File: src/rtl/aidis_consts.svh
`ifndef AIDIS_CONSTS_SVH
`define AIDIS_CONSTS_SVH
`define AIDIS_OFS_FAULT 4'h0
`define AIDIS_OFS_CLASS 4'h1
`define AIDIS_OFS_RSVD 4'h2
`define AIDIS_OFS_LOSS 4'h3
`define AIDIS_OFS_CHTYPE 4'h4
`define AIDIS_OFS_BITS 4'h5
`define AIDIS_OFS_COUNT 4'h6
`define AIDIS_OFS_CHERR 4'h7
`define AIDIS_OFS_CH0 4'h8
`define AIDIS_RST_FAULT 8'h00
`define AIDIS_RST_CLASS 8'h15
`define AIDIS_RST_CHTYPE 8'h71
`define AIDIS_RST_BITS 8'h08
`define AIDIS_RST_COUNT 8'h08
`define AIDIS_MOD_CLASS 4'h5
`define AIDIS_BIT_MODERR 0
`define AIDIS_BIT_CHERR 3
`define AIDIS_BIT_NOSUP 4
`define AIDIS_BIT_PARAM 7
`define AIDIS_BIT_LOST 6
`define AIDIS_BIT_CFG 0
`define AIDIS_BIT_UNDER 6
`define AIDIS_BIT_OVER 7
`define AIDIS_BIT_EOC 3
`define AIDIS_VAL_HIGH 16'h7FFF
`define AIDIS_VAL_LOW 16'h8000
`endif

File: src/rtl/aidis_pkg.sv
package aidis_pkg;
   typedef logic [7:0] aidis_byte_t;
   typedef logic [15:0] aidis_word_t;
endpackage : aidis_pkg

File: src/rtl/aidis_top.sv
`timescale 1ns/1ns
`include "aidis_consts.svh"
// How it works
// - Enabled diagnostics interrupt on listed errors.
// - Diagnostic interrupt on error entry and exit.
// - Overflow, config error, no supply give 7FFFh.
// - Underflow gives 8000h.
// - Fault lamp lit only with diagnostics enabled.
// - Basic four-byte record sent on error.
// - Extended sixteen-byte record repeats basic record.
// - Record frozen until handler completes.
// - Byte 0 holds module fault summary bits.
// - Byte 1 class 0101, channel info flag.
// - Byte 3 bit 6 flags lost interrupt.
// - Byte 4 channel type 71h.
// - Bytes 5 and 6 hold 08h.
// - Byte 7 per-channel error flags.
// - Bytes 8-15 per-channel config, under, over.
// - Process interrupts: limits and end of cycle.
// - Recording modes suppress process interrupts.
// - Base address offered with process interrupt.
// - Process data bytes 0,1 limit flags.
// - Process data byte 2 bit 3 end of cycle.
module aidis_top #(
   parameter int NCH = 8,
   parameter logic [15:0] BASE_ADDR = 16'h0000
) (
   input wire logic clk_i,
   input wire logic rstn_i,
   input wire logic diag_en_i,
   input wire logic recording_mode_i,
   input wire logic [NCH-1:0] ch_cfg_err_i,
   input wire logic [NCH-1:0] ch_over_i,
   input wire logic [NCH-1:0] ch_under_i,
   input wire logic supply_missing_i,
   input wire logic [NCH-1:0] meas_valid_i,
   input wire aidis_pkg::aidis_word_t meas_value_i [NCH],
   input wire logic [NCH-1:0] limit_hi_i,
   input wire logic [NCH-1:0] limit_lo_i,
   input wire logic cycle_done_i,
   input wire logic hi_irq_en_i,
   input wire logic lo_irq_en_i,
   input wire logic eoc_irq_en_i,
   input wire logic diag_done_i,
   input wire logic proc_ack_i,
   input wire logic [3:0] rd_addr_i,
   output aidis_pkg::aidis_byte_t rd_data_o,
   output aidis_pkg::aidis_word_t value_o [NCH],
   output logic diag_irq_o,
   output logic diag_coming_o,
   output logic proc_irq_o,
   output logic [31:0] proc_data_o,
   output logic [15:0] proc_base_o,
   output logic group_fault_o
);
   import aidis_pkg::*;

   aidis_byte_t chan_diag [NCH];
   aidis_byte_t frozen [16];
   aidis_byte_t live [16];
   logic diag_busy;
   logic err_prev;
   logic lost;
   logic proc_pend;
   logic [NCH-1:0] ch_err;
   logic any_err;
   logic err_change;
   logic [NCH-1:0] hi_hit;
   logic [NCH-1:0] lo_hit;
   logic eoc_hit;
   logic proc_event;
   logic lost_set;
   logic cfg_any;
   logic chan_any;
   logic diag_release;
   logic proc_take;
   logic proc_clear;
   logic [31:0] proc_word;
   aidis_byte_t rd_next;
   logic fault_next;

   function automatic aidis_word_t subst(input logic hi, input logic lo, input aidis_word_t v);
      if (hi) return `AIDIS_VAL_HIGH;
      if (lo) return `AIDIS_VAL_LOW;
      return v;
   endfunction : subst

   genvar g;
   generate
      for (g = 0; g < NCH; g++) begin : gch
         assign chan_diag[g] = {ch_over_i[g], ch_under_i[g], 5'b0_0000, ch_cfg_err_i[g]};
         assign ch_err[g] = ch_over_i[g] | ch_under_i[g] | ch_cfg_err_i[g];
         assign live[8+g] = chan_diag[g];
         always_ff @(posedge clk_i) begin
            if (!rstn_i) begin
               value_o[g] <= 16'h0000;
            end else if (meas_valid_i[g]) begin
               value_o[g] <= subst(ch_over_i[g] | ch_cfg_err_i[g] | supply_missing_i, ch_under_i[g],
                  meas_value_i[g]);
            end
         end
      end
   endgenerate

   assign cfg_any = |ch_cfg_err_i;
   assign chan_any = |ch_err;
   // A lost process interrupt is itself a diagnostic event, so it counts as an error here.
   assign any_err = chan_any | supply_missing_i | lost;
   // Byte 0: module error, channel error, supply, wrong parameters.
   assign live[0] = {cfg_any, 2'b00, supply_missing_i, chan_any, 2'b00, any_err};
   // Channel information is always supplied, so byte 1 keeps its fixed value.
   assign live[1] = `AIDIS_RST_CLASS;
   assign live[2] = 8'h00;
   assign live[3] = {1'b0, lost, 6'b00_0000};
   assign live[4] = `AIDIS_RST_CHTYPE;
   assign live[5] = `AIDIS_RST_BITS;
   assign live[6] = `AIDIS_RST_COUNT;
   assign live[7] = ch_err;

   assign err_change = diag_en_i && (any_err != err_prev) && !diag_busy;
   assign hi_hit = hi_irq_en_i ? limit_hi_i : '0;
   assign lo_hit = lo_irq_en_i ? limit_lo_i : '0;
   assign eoc_hit = eoc_irq_en_i & cycle_done_i;
   assign proc_event = !recording_mode_i && ((|hi_hit) || (|lo_hit) || eoc_hit);
   assign lost_set = proc_event && proc_pend && !proc_ack_i;
   assign diag_release = diag_busy && diag_done_i;
   assign proc_take = proc_event && (!proc_pend || proc_ack_i);
   assign proc_clear = proc_ack_i && !proc_take;
   assign proc_word = {8'h00, 4'h0, eoc_hit, 3'b000, lo_hit, hi_hit};
   assign rd_next = diag_busy ? frozen[rd_addr_i] : live[rd_addr_i];
   assign fault_next = diag_en_i & any_err;

   always_ff @(posedge clk_i) begin
      if (!rstn_i) begin
         err_prev <= 1'b0;
         diag_busy <= 1'b0;
         diag_irq_o <= 1'b0;
         diag_coming_o <= 1'b0;
         for (int i = 0; i < 16; i++) frozen[i] <= 8'h00;
      end else if (err_change) begin
         err_prev <= any_err;
         diag_busy <= 1'b1;
         diag_irq_o <= 1'b1;
         diag_coming_o <= any_err;
         for (int i = 0; i < 16; i++) frozen[i] <= live[i];
      end else if (diag_release) begin
         diag_busy <= 1'b0;
         diag_irq_o <= 1'b0;
      end
   end

   always_ff @(posedge clk_i) begin
      if (!rstn_i) begin
         proc_pend <= 1'b0;
         proc_irq_o <= 1'b0;
         proc_data_o <= 32'h0000_0000;
         proc_base_o <= 16'h0000;
         lost <= 1'b0;
      end else begin
         if (lost_set) begin
            lost <= 1'b1;
         end else if (err_change) begin
            lost <= 1'b0;
         end
         if (proc_take) begin
            proc_pend <= 1'b1;
            proc_irq_o <= 1'b1;
            proc_data_o <= proc_word;
            proc_base_o <= BASE_ADDR;
         end else if (proc_clear) begin
            proc_pend <= 1'b0;
            proc_irq_o <= 1'b0;
         end
      end
   end

   always_ff @(posedge clk_i) begin
      if (!rstn_i) begin
         rd_data_o <= 8'h00;
         group_fault_o <= 1'b0;
      end else begin
         rd_data_o <= rd_next;
         group_fault_o <= fault_next;
      end
   end

   diag_hold_a: assert property (@(posedge clk_i) disable iff (!rstn_i)
      diag_busy && !diag_done_i |=> $stable(frozen[0]) && $stable(frozen[7]))
      else $error("record changed");
   diag_raise_a: assert property (@(posedge clk_i) disable iff (!rstn_i)
      err_change |=> diag_irq_o && diag_coming_o == $past(any_err))
      else $error("diag irq missing");
   diag_disable_a: assert property (@(posedge clk_i) disable iff (!rstn_i)
      !diag_en_i |-> !err_change)
      else $error("diag without enable");
   fault_lamp_a: assert property (@(posedge clk_i) disable iff (!rstn_i)
      group_fault_o |-> $past(diag_en_i))
      else $error("lamp without enable");
   proc_mute_a: assert property (@(posedge clk_i) disable iff (!rstn_i)
      recording_mode_i && !proc_pend |=> !proc_irq_o)
      else $error("irq in recording");
   proc_base_a: assert property (@(posedge clk_i) disable iff (!rstn_i)
      $rose(proc_irq_o) |-> proc_base_o == BASE_ADDR)
      else $error("base missing");
   lost_flag_a: assert property (@(posedge clk_i) disable iff (!rstn_i)
      lost_set |=> lost)
      else $error("lost not set");
   class_byte_a: assert property (@(posedge clk_i) disable iff (!rstn_i)
      live[1][3:0] == 4'h5 && live[4] == 8'h71)
      else $error("fixed bytes wrong");
   chan_err_a: assert property (@(posedge clk_i) disable iff (!rstn_i)
      live[7] != 8'h00 |-> live[0][0] && live[0][3])
      else $error("summary wrong");

   // Record layout checks.
   rec_basic_a: assert property (@(posedge clk_i) disable iff (!rstn_i)
      diag_busy |-> frozen[1] == 8'h15)
      else $error("class byte not kept");
   rsvd_byte_a: assert property (@(posedge clk_i) disable iff (!rstn_i)
      live[2] == 8'h00 && live[3][5:0] == 6'b00_0000 && !live[3][7])
      else $error("reserved bits set");
   count_bytes_a: assert property (@(posedge clk_i) disable iff (!rstn_i)
      live[5] == 8'h08 && live[6] == 8'h08)
      else $error("count bytes wrong");
   type_flag_a: assert property (@(posedge clk_i) disable iff (!rstn_i)
      !live[4][7])
      else $error("more types flag set");
   ch0_map_a: assert property (@(posedge clk_i) disable iff (!rstn_i)
      live[8][7] == ch_over_i[0] && live[8][6] == ch_under_i[0] && live[8][0] == ch_cfg_err_i[0])
      else $error("channel 0 byte wrong");
   ch7_map_a: assert property (@(posedge clk_i) disable iff (!rstn_i)
      live[15][7] == ch_over_i[NCH-1] && live[15][6] == ch_under_i[NCH-1] && live[15][0] == ch_cfg_err_i[NCH-1])
      else $error("channel 7 byte wrong");
   chan_rsvd_a: assert property (@(posedge clk_i) disable iff (!rstn_i)
      live[8][5:1] == 5'b0_0000 && live[15][5:1] == 5'b0_0000)
      else $error("channel reserved bits set");
   chan_flag_a: assert property (@(posedge clk_i) disable iff (!rstn_i)
      live[7][0] == (ch_over_i[0] | ch_under_i[0] | ch_cfg_err_i[0]))
      else $error("channel flag wrong");
   sum_clear_a: assert property (@(posedge clk_i) disable iff (!rstn_i)
      live[7] == 8'h00 && !supply_missing_i && !lost |-> !live[0][0])
      else $error("module error stuck");
   param_flag_a: assert property (@(posedge clk_i) disable iff (!rstn_i)
      live[0][7] == (|ch_cfg_err_i))
      else $error("parameter flag wrong");
   supply_flag_a: assert property (@(posedge clk_i) disable iff (!rstn_i)
      live[0][4] == supply_missing_i)
      else $error("supply flag wrong");
   lost_byte_a: assert property (@(posedge clk_i) disable iff (!rstn_i)
      live[3][6] == lost)
      else $error("lost bit wrong");

   // Substituted measured values.
   over_value_a: assert property (@(posedge clk_i) disable iff (!rstn_i)
      meas_valid_i[0] && ch_over_i[0] |=> value_o[0] == 16'h7FFF)
      else $error("overflow value wrong");
   supply_value_a: assert property (@(posedge clk_i) disable iff (!rstn_i)
      meas_valid_i[0] && supply_missing_i |=> value_o[0] == 16'h7FFF)
      else $error("supply value wrong");
   under_value_a: assert property (@(posedge clk_i) disable iff (!rstn_i)
      meas_valid_i[0] && ch_under_i[0] && !ch_over_i[0] && !ch_cfg_err_i[0] && !supply_missing_i
      |=> value_o[0] == 16'h8000)
      else $error("underflow value wrong");
   value_pass_a: assert property (@(posedge clk_i) disable iff (!rstn_i)
      meas_valid_i[0] && !ch_over_i[0] && !ch_under_i[0] && !ch_cfg_err_i[0] && !supply_missing_i
      |=> value_o[0] == $past(meas_value_i[0]))
      else $error("value not passed");
   value_hold_a: assert property (@(posedge clk_i) disable iff (!rstn_i)
      !meas_valid_i[0] |=> $stable(value_o[0]))
      else $error("value changed");
   ch7_value_a: assert property (@(posedge clk_i) disable iff (!rstn_i)
      meas_valid_i[NCH-1] && ch_over_i[NCH-1] |=> value_o[NCH-1] == 16'h7FFF)
      else $error("channel 7 value wrong");

   // Diagnostic interrupt, record freeze and fault lamp.
   diag_release_a: assert property (@(posedge clk_i) disable iff (!rstn_i)
      diag_release |=> !diag_irq_o && !diag_busy)
      else $error("diag irq not released");
   diag_stay_a: assert property (@(posedge clk_i) disable iff (!rstn_i)
      diag_irq_o && !diag_done_i |=> diag_irq_o)
      else $error("diag irq dropped");
   diag_idle_a: assert property (@(posedge clk_i) disable iff (!rstn_i)
      !diag_busy |-> !diag_irq_o)
      else $error("diag irq while idle");
   coming_stable_a: assert property (@(posedge clk_i) disable iff (!rstn_i)
      diag_busy && !diag_done_i |=> $stable(diag_coming_o))
      else $error("direction changed");
   rec_full_a: assert property (@(posedge clk_i) disable iff (!rstn_i)
      diag_busy && !diag_done_i |=> $stable(frozen[3]) && $stable(frozen[8]) && $stable(frozen[15]))
      else $error("extended record changed");
   rd_frozen_a: assert property (@(posedge clk_i) disable iff (!rstn_i)
      diag_busy |=> rd_data_o == $past(frozen[rd_addr_i]))
      else $error("read not frozen");
   diag_capture_a: assert property (@(posedge clk_i) disable iff (!rstn_i)
      err_change |=> frozen[0] == $past(live[0]) && frozen[7] == $past(live[7]))
      else $error("record not captured");
   diag_lost_a: assert property (@(posedge clk_i) disable iff (!rstn_i)
      diag_en_i && lost && !err_prev && !diag_busy |-> err_change)
      else $error("lost without diag");
   lamp_on_a: assert property (@(posedge clk_i) disable iff (!rstn_i)
      diag_en_i && any_err |=> group_fault_o)
      else $error("lamp not lit");
   lamp_off_a: assert property (@(posedge clk_i) disable iff (!rstn_i)
      !diag_en_i |=> !group_fault_o)
      else $error("lamp lit");

   // Process interrupt checks.
   proc_raise_a: assert property (@(posedge clk_i) disable iff (!rstn_i)
      proc_event && !proc_pend |=> proc_irq_o)
      else $error("proc irq missing");
   proc_hold_a: assert property (@(posedge clk_i) disable iff (!rstn_i)
      proc_irq_o && !proc_ack_i |=> proc_irq_o)
      else $error("proc irq dropped");
   proc_clear_a: assert property (@(posedge clk_i) disable iff (!rstn_i)
      proc_clear |=> !proc_irq_o)
      else $error("proc irq not cleared");
   hi_mute_a: assert property (@(posedge clk_i) disable iff (!rstn_i)
      !hi_irq_en_i |-> hi_hit == '0)
      else $error("upper source not gated");
   lo_mute_a: assert property (@(posedge clk_i) disable iff (!rstn_i)
      !lo_irq_en_i |-> lo_hit == '0)
      else $error("lower source not gated");
   eoc_mute_a: assert property (@(posedge clk_i) disable iff (!rstn_i)
      !eoc_irq_en_i |-> !eoc_hit)
      else $error("cycle source not gated");
   proc_hi_a: assert property (@(posedge clk_i) disable iff (!rstn_i)
      proc_take |=> proc_data_o[7:0] == ($past(hi_irq_en_i) ? $past(limit_hi_i) : 8'h00))
      else $error("upper flags wrong");
   proc_lo_a: assert property (@(posedge clk_i) disable iff (!rstn_i)
      proc_take |=> proc_data_o[15:8] == ($past(lo_irq_en_i) ? $past(limit_lo_i) : 8'h00))
      else $error("lower flags wrong");
   proc_eoc_a: assert property (@(posedge clk_i) disable iff (!rstn_i)
      proc_take && eoc_irq_en_i && cycle_done_i |=> proc_data_o[19])
      else $error("cycle flag missing");
   proc_rsvd_a: assert property (@(posedge clk_i) disable iff (!rstn_i)
      proc_irq_o |-> proc_data_o[31:20] == 12'h000 && proc_data_o[18:16] == 3'b000)
      else $error("proc reserved bits set");
   mute_event_a: assert property (@(posedge clk_i) disable iff (!rstn_i)
      recording_mode_i |-> !proc_event)
      else $error("event while recording");
   base_hold_a: assert property (@(posedge clk_i) disable iff (!rstn_i)
      proc_irq_o |-> proc_base_o == BASE_ADDR)
      else $error("base not held");
   lost_hold_a: assert property (@(posedge clk_i) disable iff (!rstn_i)
      lost && !err_change |=> lost)
      else $error("lost flag dropped");
endmodule : aidis_top

File: config.mk
export PLATFORM = sky130hd
export DESIGN_NAME = aidis_top
export DESIGN_NICKNAME = d
export VERILOG_FILES = /design/src/rtl/aidis_pkg.sv /design/src/rtl/aidis_top.sv
export VERILOG_INCLUDE_DIRS = /design/src /design/src/rtl
export SDC_FILE = /design/constraint.sdc
export NUM_CORES = 1
export LEC_CHECK = 0
export BUFFER_PORTS_ARGS = -buffer_cell sky130_fd_sc_hd__buf_4
export CORE_AREA = 2 2 147 149
export CTS_CLUSTER_SIZE = 25
export DETAILED_ROUTE_END_ITERATION = 8
export DIE_AREA = 0 0 149 151
export PLACE_DENSITY = 0.72
export SLEW_MARGIN = 10
export SYNTH_ARGS = -nofsm -noshare
export SYNTH_HDL_FRONTEND = slang
export SYNTH_SLANG_ARGS = --single-unit
File: constraint.sdc
create_clock -name clk_i -period 4.35 [get_ports clk_i]
set_clock_uncertainty 0.2 [all_clocks]
set_input_delay 1.0875 -clock clk_i [delete_from_list [all_inputs] [get_ports clk_i]]
set_output_delay 1.0875 -clock clk_i [all_outputs]
set_load 0.1 [all_outputs]
## Word-level counts from Yosys, hierarchy flattened

Memory sizes are Yosys's and may differ from the RTL's.
Index checks and enable logic that the tools add are counted.

| storage, ports and cells | value |
|---|---|
| register bits after elaboration | 158 |
| RAM bits | 128 |
| logic and storage cells | 214 |
| memories | 1 |

Memory list:

| memory | words | bits a word | read ports | clocked after Yosys merged registers in | write ports | line | source |
|---|---|---|---|---|---|---|---|
| frozen | 16 | 8 | 1 | 0 | 16 | aidis_top.sv:59 | `aidis_byte_t frozen [16];` |

| operators by class | value |
|---|---|
| reductions and logical operators | 23 |
| bitwise gates (word level) | 53 |
| equality and inequality tests | 1 |
| mux-type cells | 120 |
| magnitude comparators | 1 |

Operator list:

| operator | count |
|---|---|
| $mux 16 | 32 |
| $mux 8 | 21 |
| $mux 1 | 66 |
| $or 1x1->1 | 50 |
| $bmux 8 s4 | 1 |
| $reduce_or 8->1 | 4 |
| $logic_and 1x1->1 | 8 |
| $reduce_bool 2->1 | 3 |
| $ge 5x5->1 const B | 1 |
| $logic_not 1->1 | 5 |
| $not 4->5 | 1 |
| $logic_or 1x1->1 | 3 |
| $and 1x1->1 | 2 |
| $ne 1x1->1 | 1 |

## Depth between registers and ports, before layout

| depth | value |
|---|---|
| word-level depth | 12 |
| depth in mapped cells | 8 |
| mapped depth without buffers | 5 |

## Worst setup path before layout

No wires, ideal clock.

| timing path | value |
|---|---|
| path type | input to register |
| from | input ch_under_i[0] |
| to | memory frozen[0][0] in the netlist's numbering, enable pin |
| arrival time | 3027 ps |
| setup time | 392 ps |
| stages on the path | 6 |
| path slack | 731 ps |
| path through | buf_2 -> nor3_2 -> nand2_1 -> nor4b_4 -> xnor2_1 -> a21bo_1 |

RTL lines:

| element | line | source |
|---|---|---|
| start: declaration | aidis_top.sv:34 | `input wire logic [NCH-1:0] ch_under_i,` |
| end: declaration | aidis_top.sv:59 |  |

==> flow_summary.yaml <==
cts:
  clkTransAtPathRegs_ns: 0.07
  ctsRootBufferMaster: "clkbuf_16"
  cts_buffers: 17
  ctsHtreeMaxLevel: 4
  cts_resized: 0
  clock_latency_ns: 0.42
  hold_buffers: 0
  clk_path_buf_depth: 2
  postCtsSetupRepairBufs: 0
  cts.sinks: 196
  cts_tree: "yes"
global_route:
  grt_antenna_before_repair: 0
  grt_pass1_vias: 7454
  grt.overflow.total: 0
  grtUsageTotal_pct: 21.64
  grt_max_degree: 82
  grt_pass1_wl_mm: 38.89
cells_and_area:
  fin_nets: 1432
  syn_to_final_growth_pct: 35.56
  fin_cells: 1529
  final_layout_size_suffix_gt1_share_pct: 32.78
  diodes: 0
drt:
  wl_per_cell_um: 16.68
  ant_nets: 0
  vias: 7942
  drt-total-wl_mm: 25.51
  drt-pass1-iter-count: 5
  drt-initial-drc-count: 475
  via_per_inst: 5.194
  drc: 0
power:
  leakagePower_uw: 0.005126
  power_density_nw_per_um2: 428.2
  vdd_drop_max_mv: 0.2399
hold_path:
  hold_depth: 2
  min_path_type: "register to register"
  hp-start: "proc_data_o[10]"
  min_to: "proc_data_o[10]"
timing:
  rsz0062_at_grt: "false"
  slew_violations: 0
  fin_crit_sh_pct: 76.31
  slew_headroom_pct: 29.92
  fmax_mhz: 301.2
  worst_slew_pin_slew_ns: 1.046
  hold_viol: 0
  setup_viol: 0
  period_minus_slack_ns: 3.320
  timing.final.ws_setup_ns: 1.030
  setup_tns_ns: 0
critical_path:
  cpMostUsedCell: "buf_4"
  path_cells: "buf_4, nor3_4, nand2_1, nor4b_4, xnor2_1, a21bo_1, buf_4"
  crit_path_start_kind: "input port"
  slowest_stage: "nor4b_4"
  path_class: "input port to register"
  path_max_fanout: 35
  reg2reg_from: "lost"
  worstPathRequired_ns: 4.22
  setup.worst_path.end_class: "register"
  critPathMaxStageDelay_ns: 0.49
  arrival_ns: 3.19
  reg2regPathDepth: 5
  r2r_end: "frozen[15][0]"
  reg2reg_slack_ns: 1.93
place:
  dp_slack_ns: 0.5935
  dp_hpwl_mm: 17.98
  dp_cells: 1497
  port_buffers: 347
  gp_congestion: 0.8563
yosys:
  synth_cell_types: 49
  syn_area_um2: 8817
  yosysWarnings: 0
  yosysSeqAreaShare_pct: 48.70
  synthCells: 952
  synth_seq_cells: 196
  synth_area_per_cell_um2: 9.262
  synth_edf_count: 37
  async_flop_share_pct: 0
  synth_flop_cell: "dfxtp_1"
floorplanning:
  coreArea_um2: 20820
  start_util_pct: 42.34
  die_height_um: 151
  io_pins: 379
  die-width_um: 149
  rows: 53
  die_area_um2: 22500
job:
  drv_cap: 0
status:
  run_status: "completed"
[worst max-delay path by stage]
stage	slack, ns	end	from
6_report	1.03	frozen[15][0]	ch_under_i[5]
5_1_grt	0.93	frozen[12][7]	ch_under_i[5]
4_1_cts	1.05	frozen[9][0]	ch_under_i[5]
3_5_place_dp	0.59	frozen[14][7]	ch_under_i[5]
3_3_place_gp	0.69	frozen[14][7]	ch_under_i[5]
2_1_floorplan	0.73	frozen[0][0]	ch_under_i[0]
[logic make-up (layout without fill, tap and decap cells)]
kind of cell | Yosys count | in the layout | synth area share (%)
and+or+nand+nor | 290 | 290 | 19.19
AOI/OAI and AO/OA | 317 | 317 | 21.36
other | 1 | 31 | 0.04253
xor gates and xnor gates | 3 | 3 | 0.2981
muxes | 23 | 23 | 3.462
buffers and inverters | 122 | 394 | 6.953
DFF | 196 | 196 | 48.70
[metal layers]
layer,GRT usage (%),vias to the layer above,routed length [µm]
met4,8.571,0,737
met2,36.57,322,12450
li1,-,3941,-
met5,0,-,0
met3,5.994,49,2081
met1,26.22,3630,10240
[cell usage after synthesis, types with 5 or more instances]
cell,n,area share [%]
and3_1,12,0.85
a21boi_0,12,1.0
a22oi_1,6,0.51
nor2b_1,7,0.50
clkbuf_1,72,3.1
nand2b_1,129,9.2
nor2_1,20,0.85
nor3_2,5,0.57
a31oi_1,121,8.6
mux4_2,6,1.5
nand3_1,22,1.2
nor4_1,7,0.50
a21oi_1,9,0.51
buf_2,7,0.40
nor3_1,13,0.74
edfxtp_1,37,13
mux2i_1,17,1.9
and2_1,22,1.6
dfxtp_1,159,36
nand2_1,39,1.7
buf_4,33,2.8
o21ai_0,138,7.8
o211ai_1,11,0.94
[state kept, by name, summed over array words and instances (netlist names)]
signal	flops
value_o	128
proc_data_o	17
diag_busy	1
frozen	38
err_prev	1
lost	1
proc_pend	1
rd_data_o	8
group_fault_o	1
[worst max-delay path, delay by kind of cell]
kind | cells | cell delay (ns)
simple gates | 3 | 0.93
xor+xnor | 1 | 0.31
buf+inv | 2 | 0.60
compound gates | 1 | 0.23
[cell usage in the layout, fill, tap and decap left out, types with 3 or more instances in the layout]
cell,n
nor3_2,8
and3_1,12
mux4_2,6
nand2_1,39
inv_8,3
nor4_1,7
o21ai_0,138
mux2i_1,17
clkbuf_16,18
a211oi_1,3
inv_1,4
a21boi_0,12
a31oi_1,121
o21a_1,3
nor3_1,10
dfxtp_1,159
clkinv_4,3
nand2b_1,129
nor2_2,4
a21oi_1,9
and2_1,22
nor3_4,3
nand3_1,22
buf_4,358
edfxtp_1,37
nor2b_1,7
o211ai_1,11
nor2_1,20
conb_1,31
a22oi_1,6
[report_power, final]
part | total [µW] | switching (µW) | internal [µW]
registers | 2050 | 66.4 | 1990
logic | 1530 | 1160 | 371
clock network | 1530 | 718 | 816
[cell type report]
class,count,area [µm²]
flip-flops and latches,196,4294
clock buffers,22,485.5
multi-input cells,664,4038
well taps,275,344.1
inverters,4,15.01
clock inverters,10,88.84
repair buffers,358,2688
fillers,1901,8870
[per-stage QoR]
stage          power, µW  hold WS (ns)  util (%)  area [µm²]
4_1_cts             5168        0.2751     57.40       11950
3_5_place_dp        3625        0.2657     54.64       11380
2_1_floorplan       3248        0.2838         -        8930
5_1_grt             5313        0.2908     57.40       11950
6_report            5118        0.2749     57.40       11950
3_3_place_gp        3614        0.2538     54.64       11380
(Power assumes the default switching activity.)
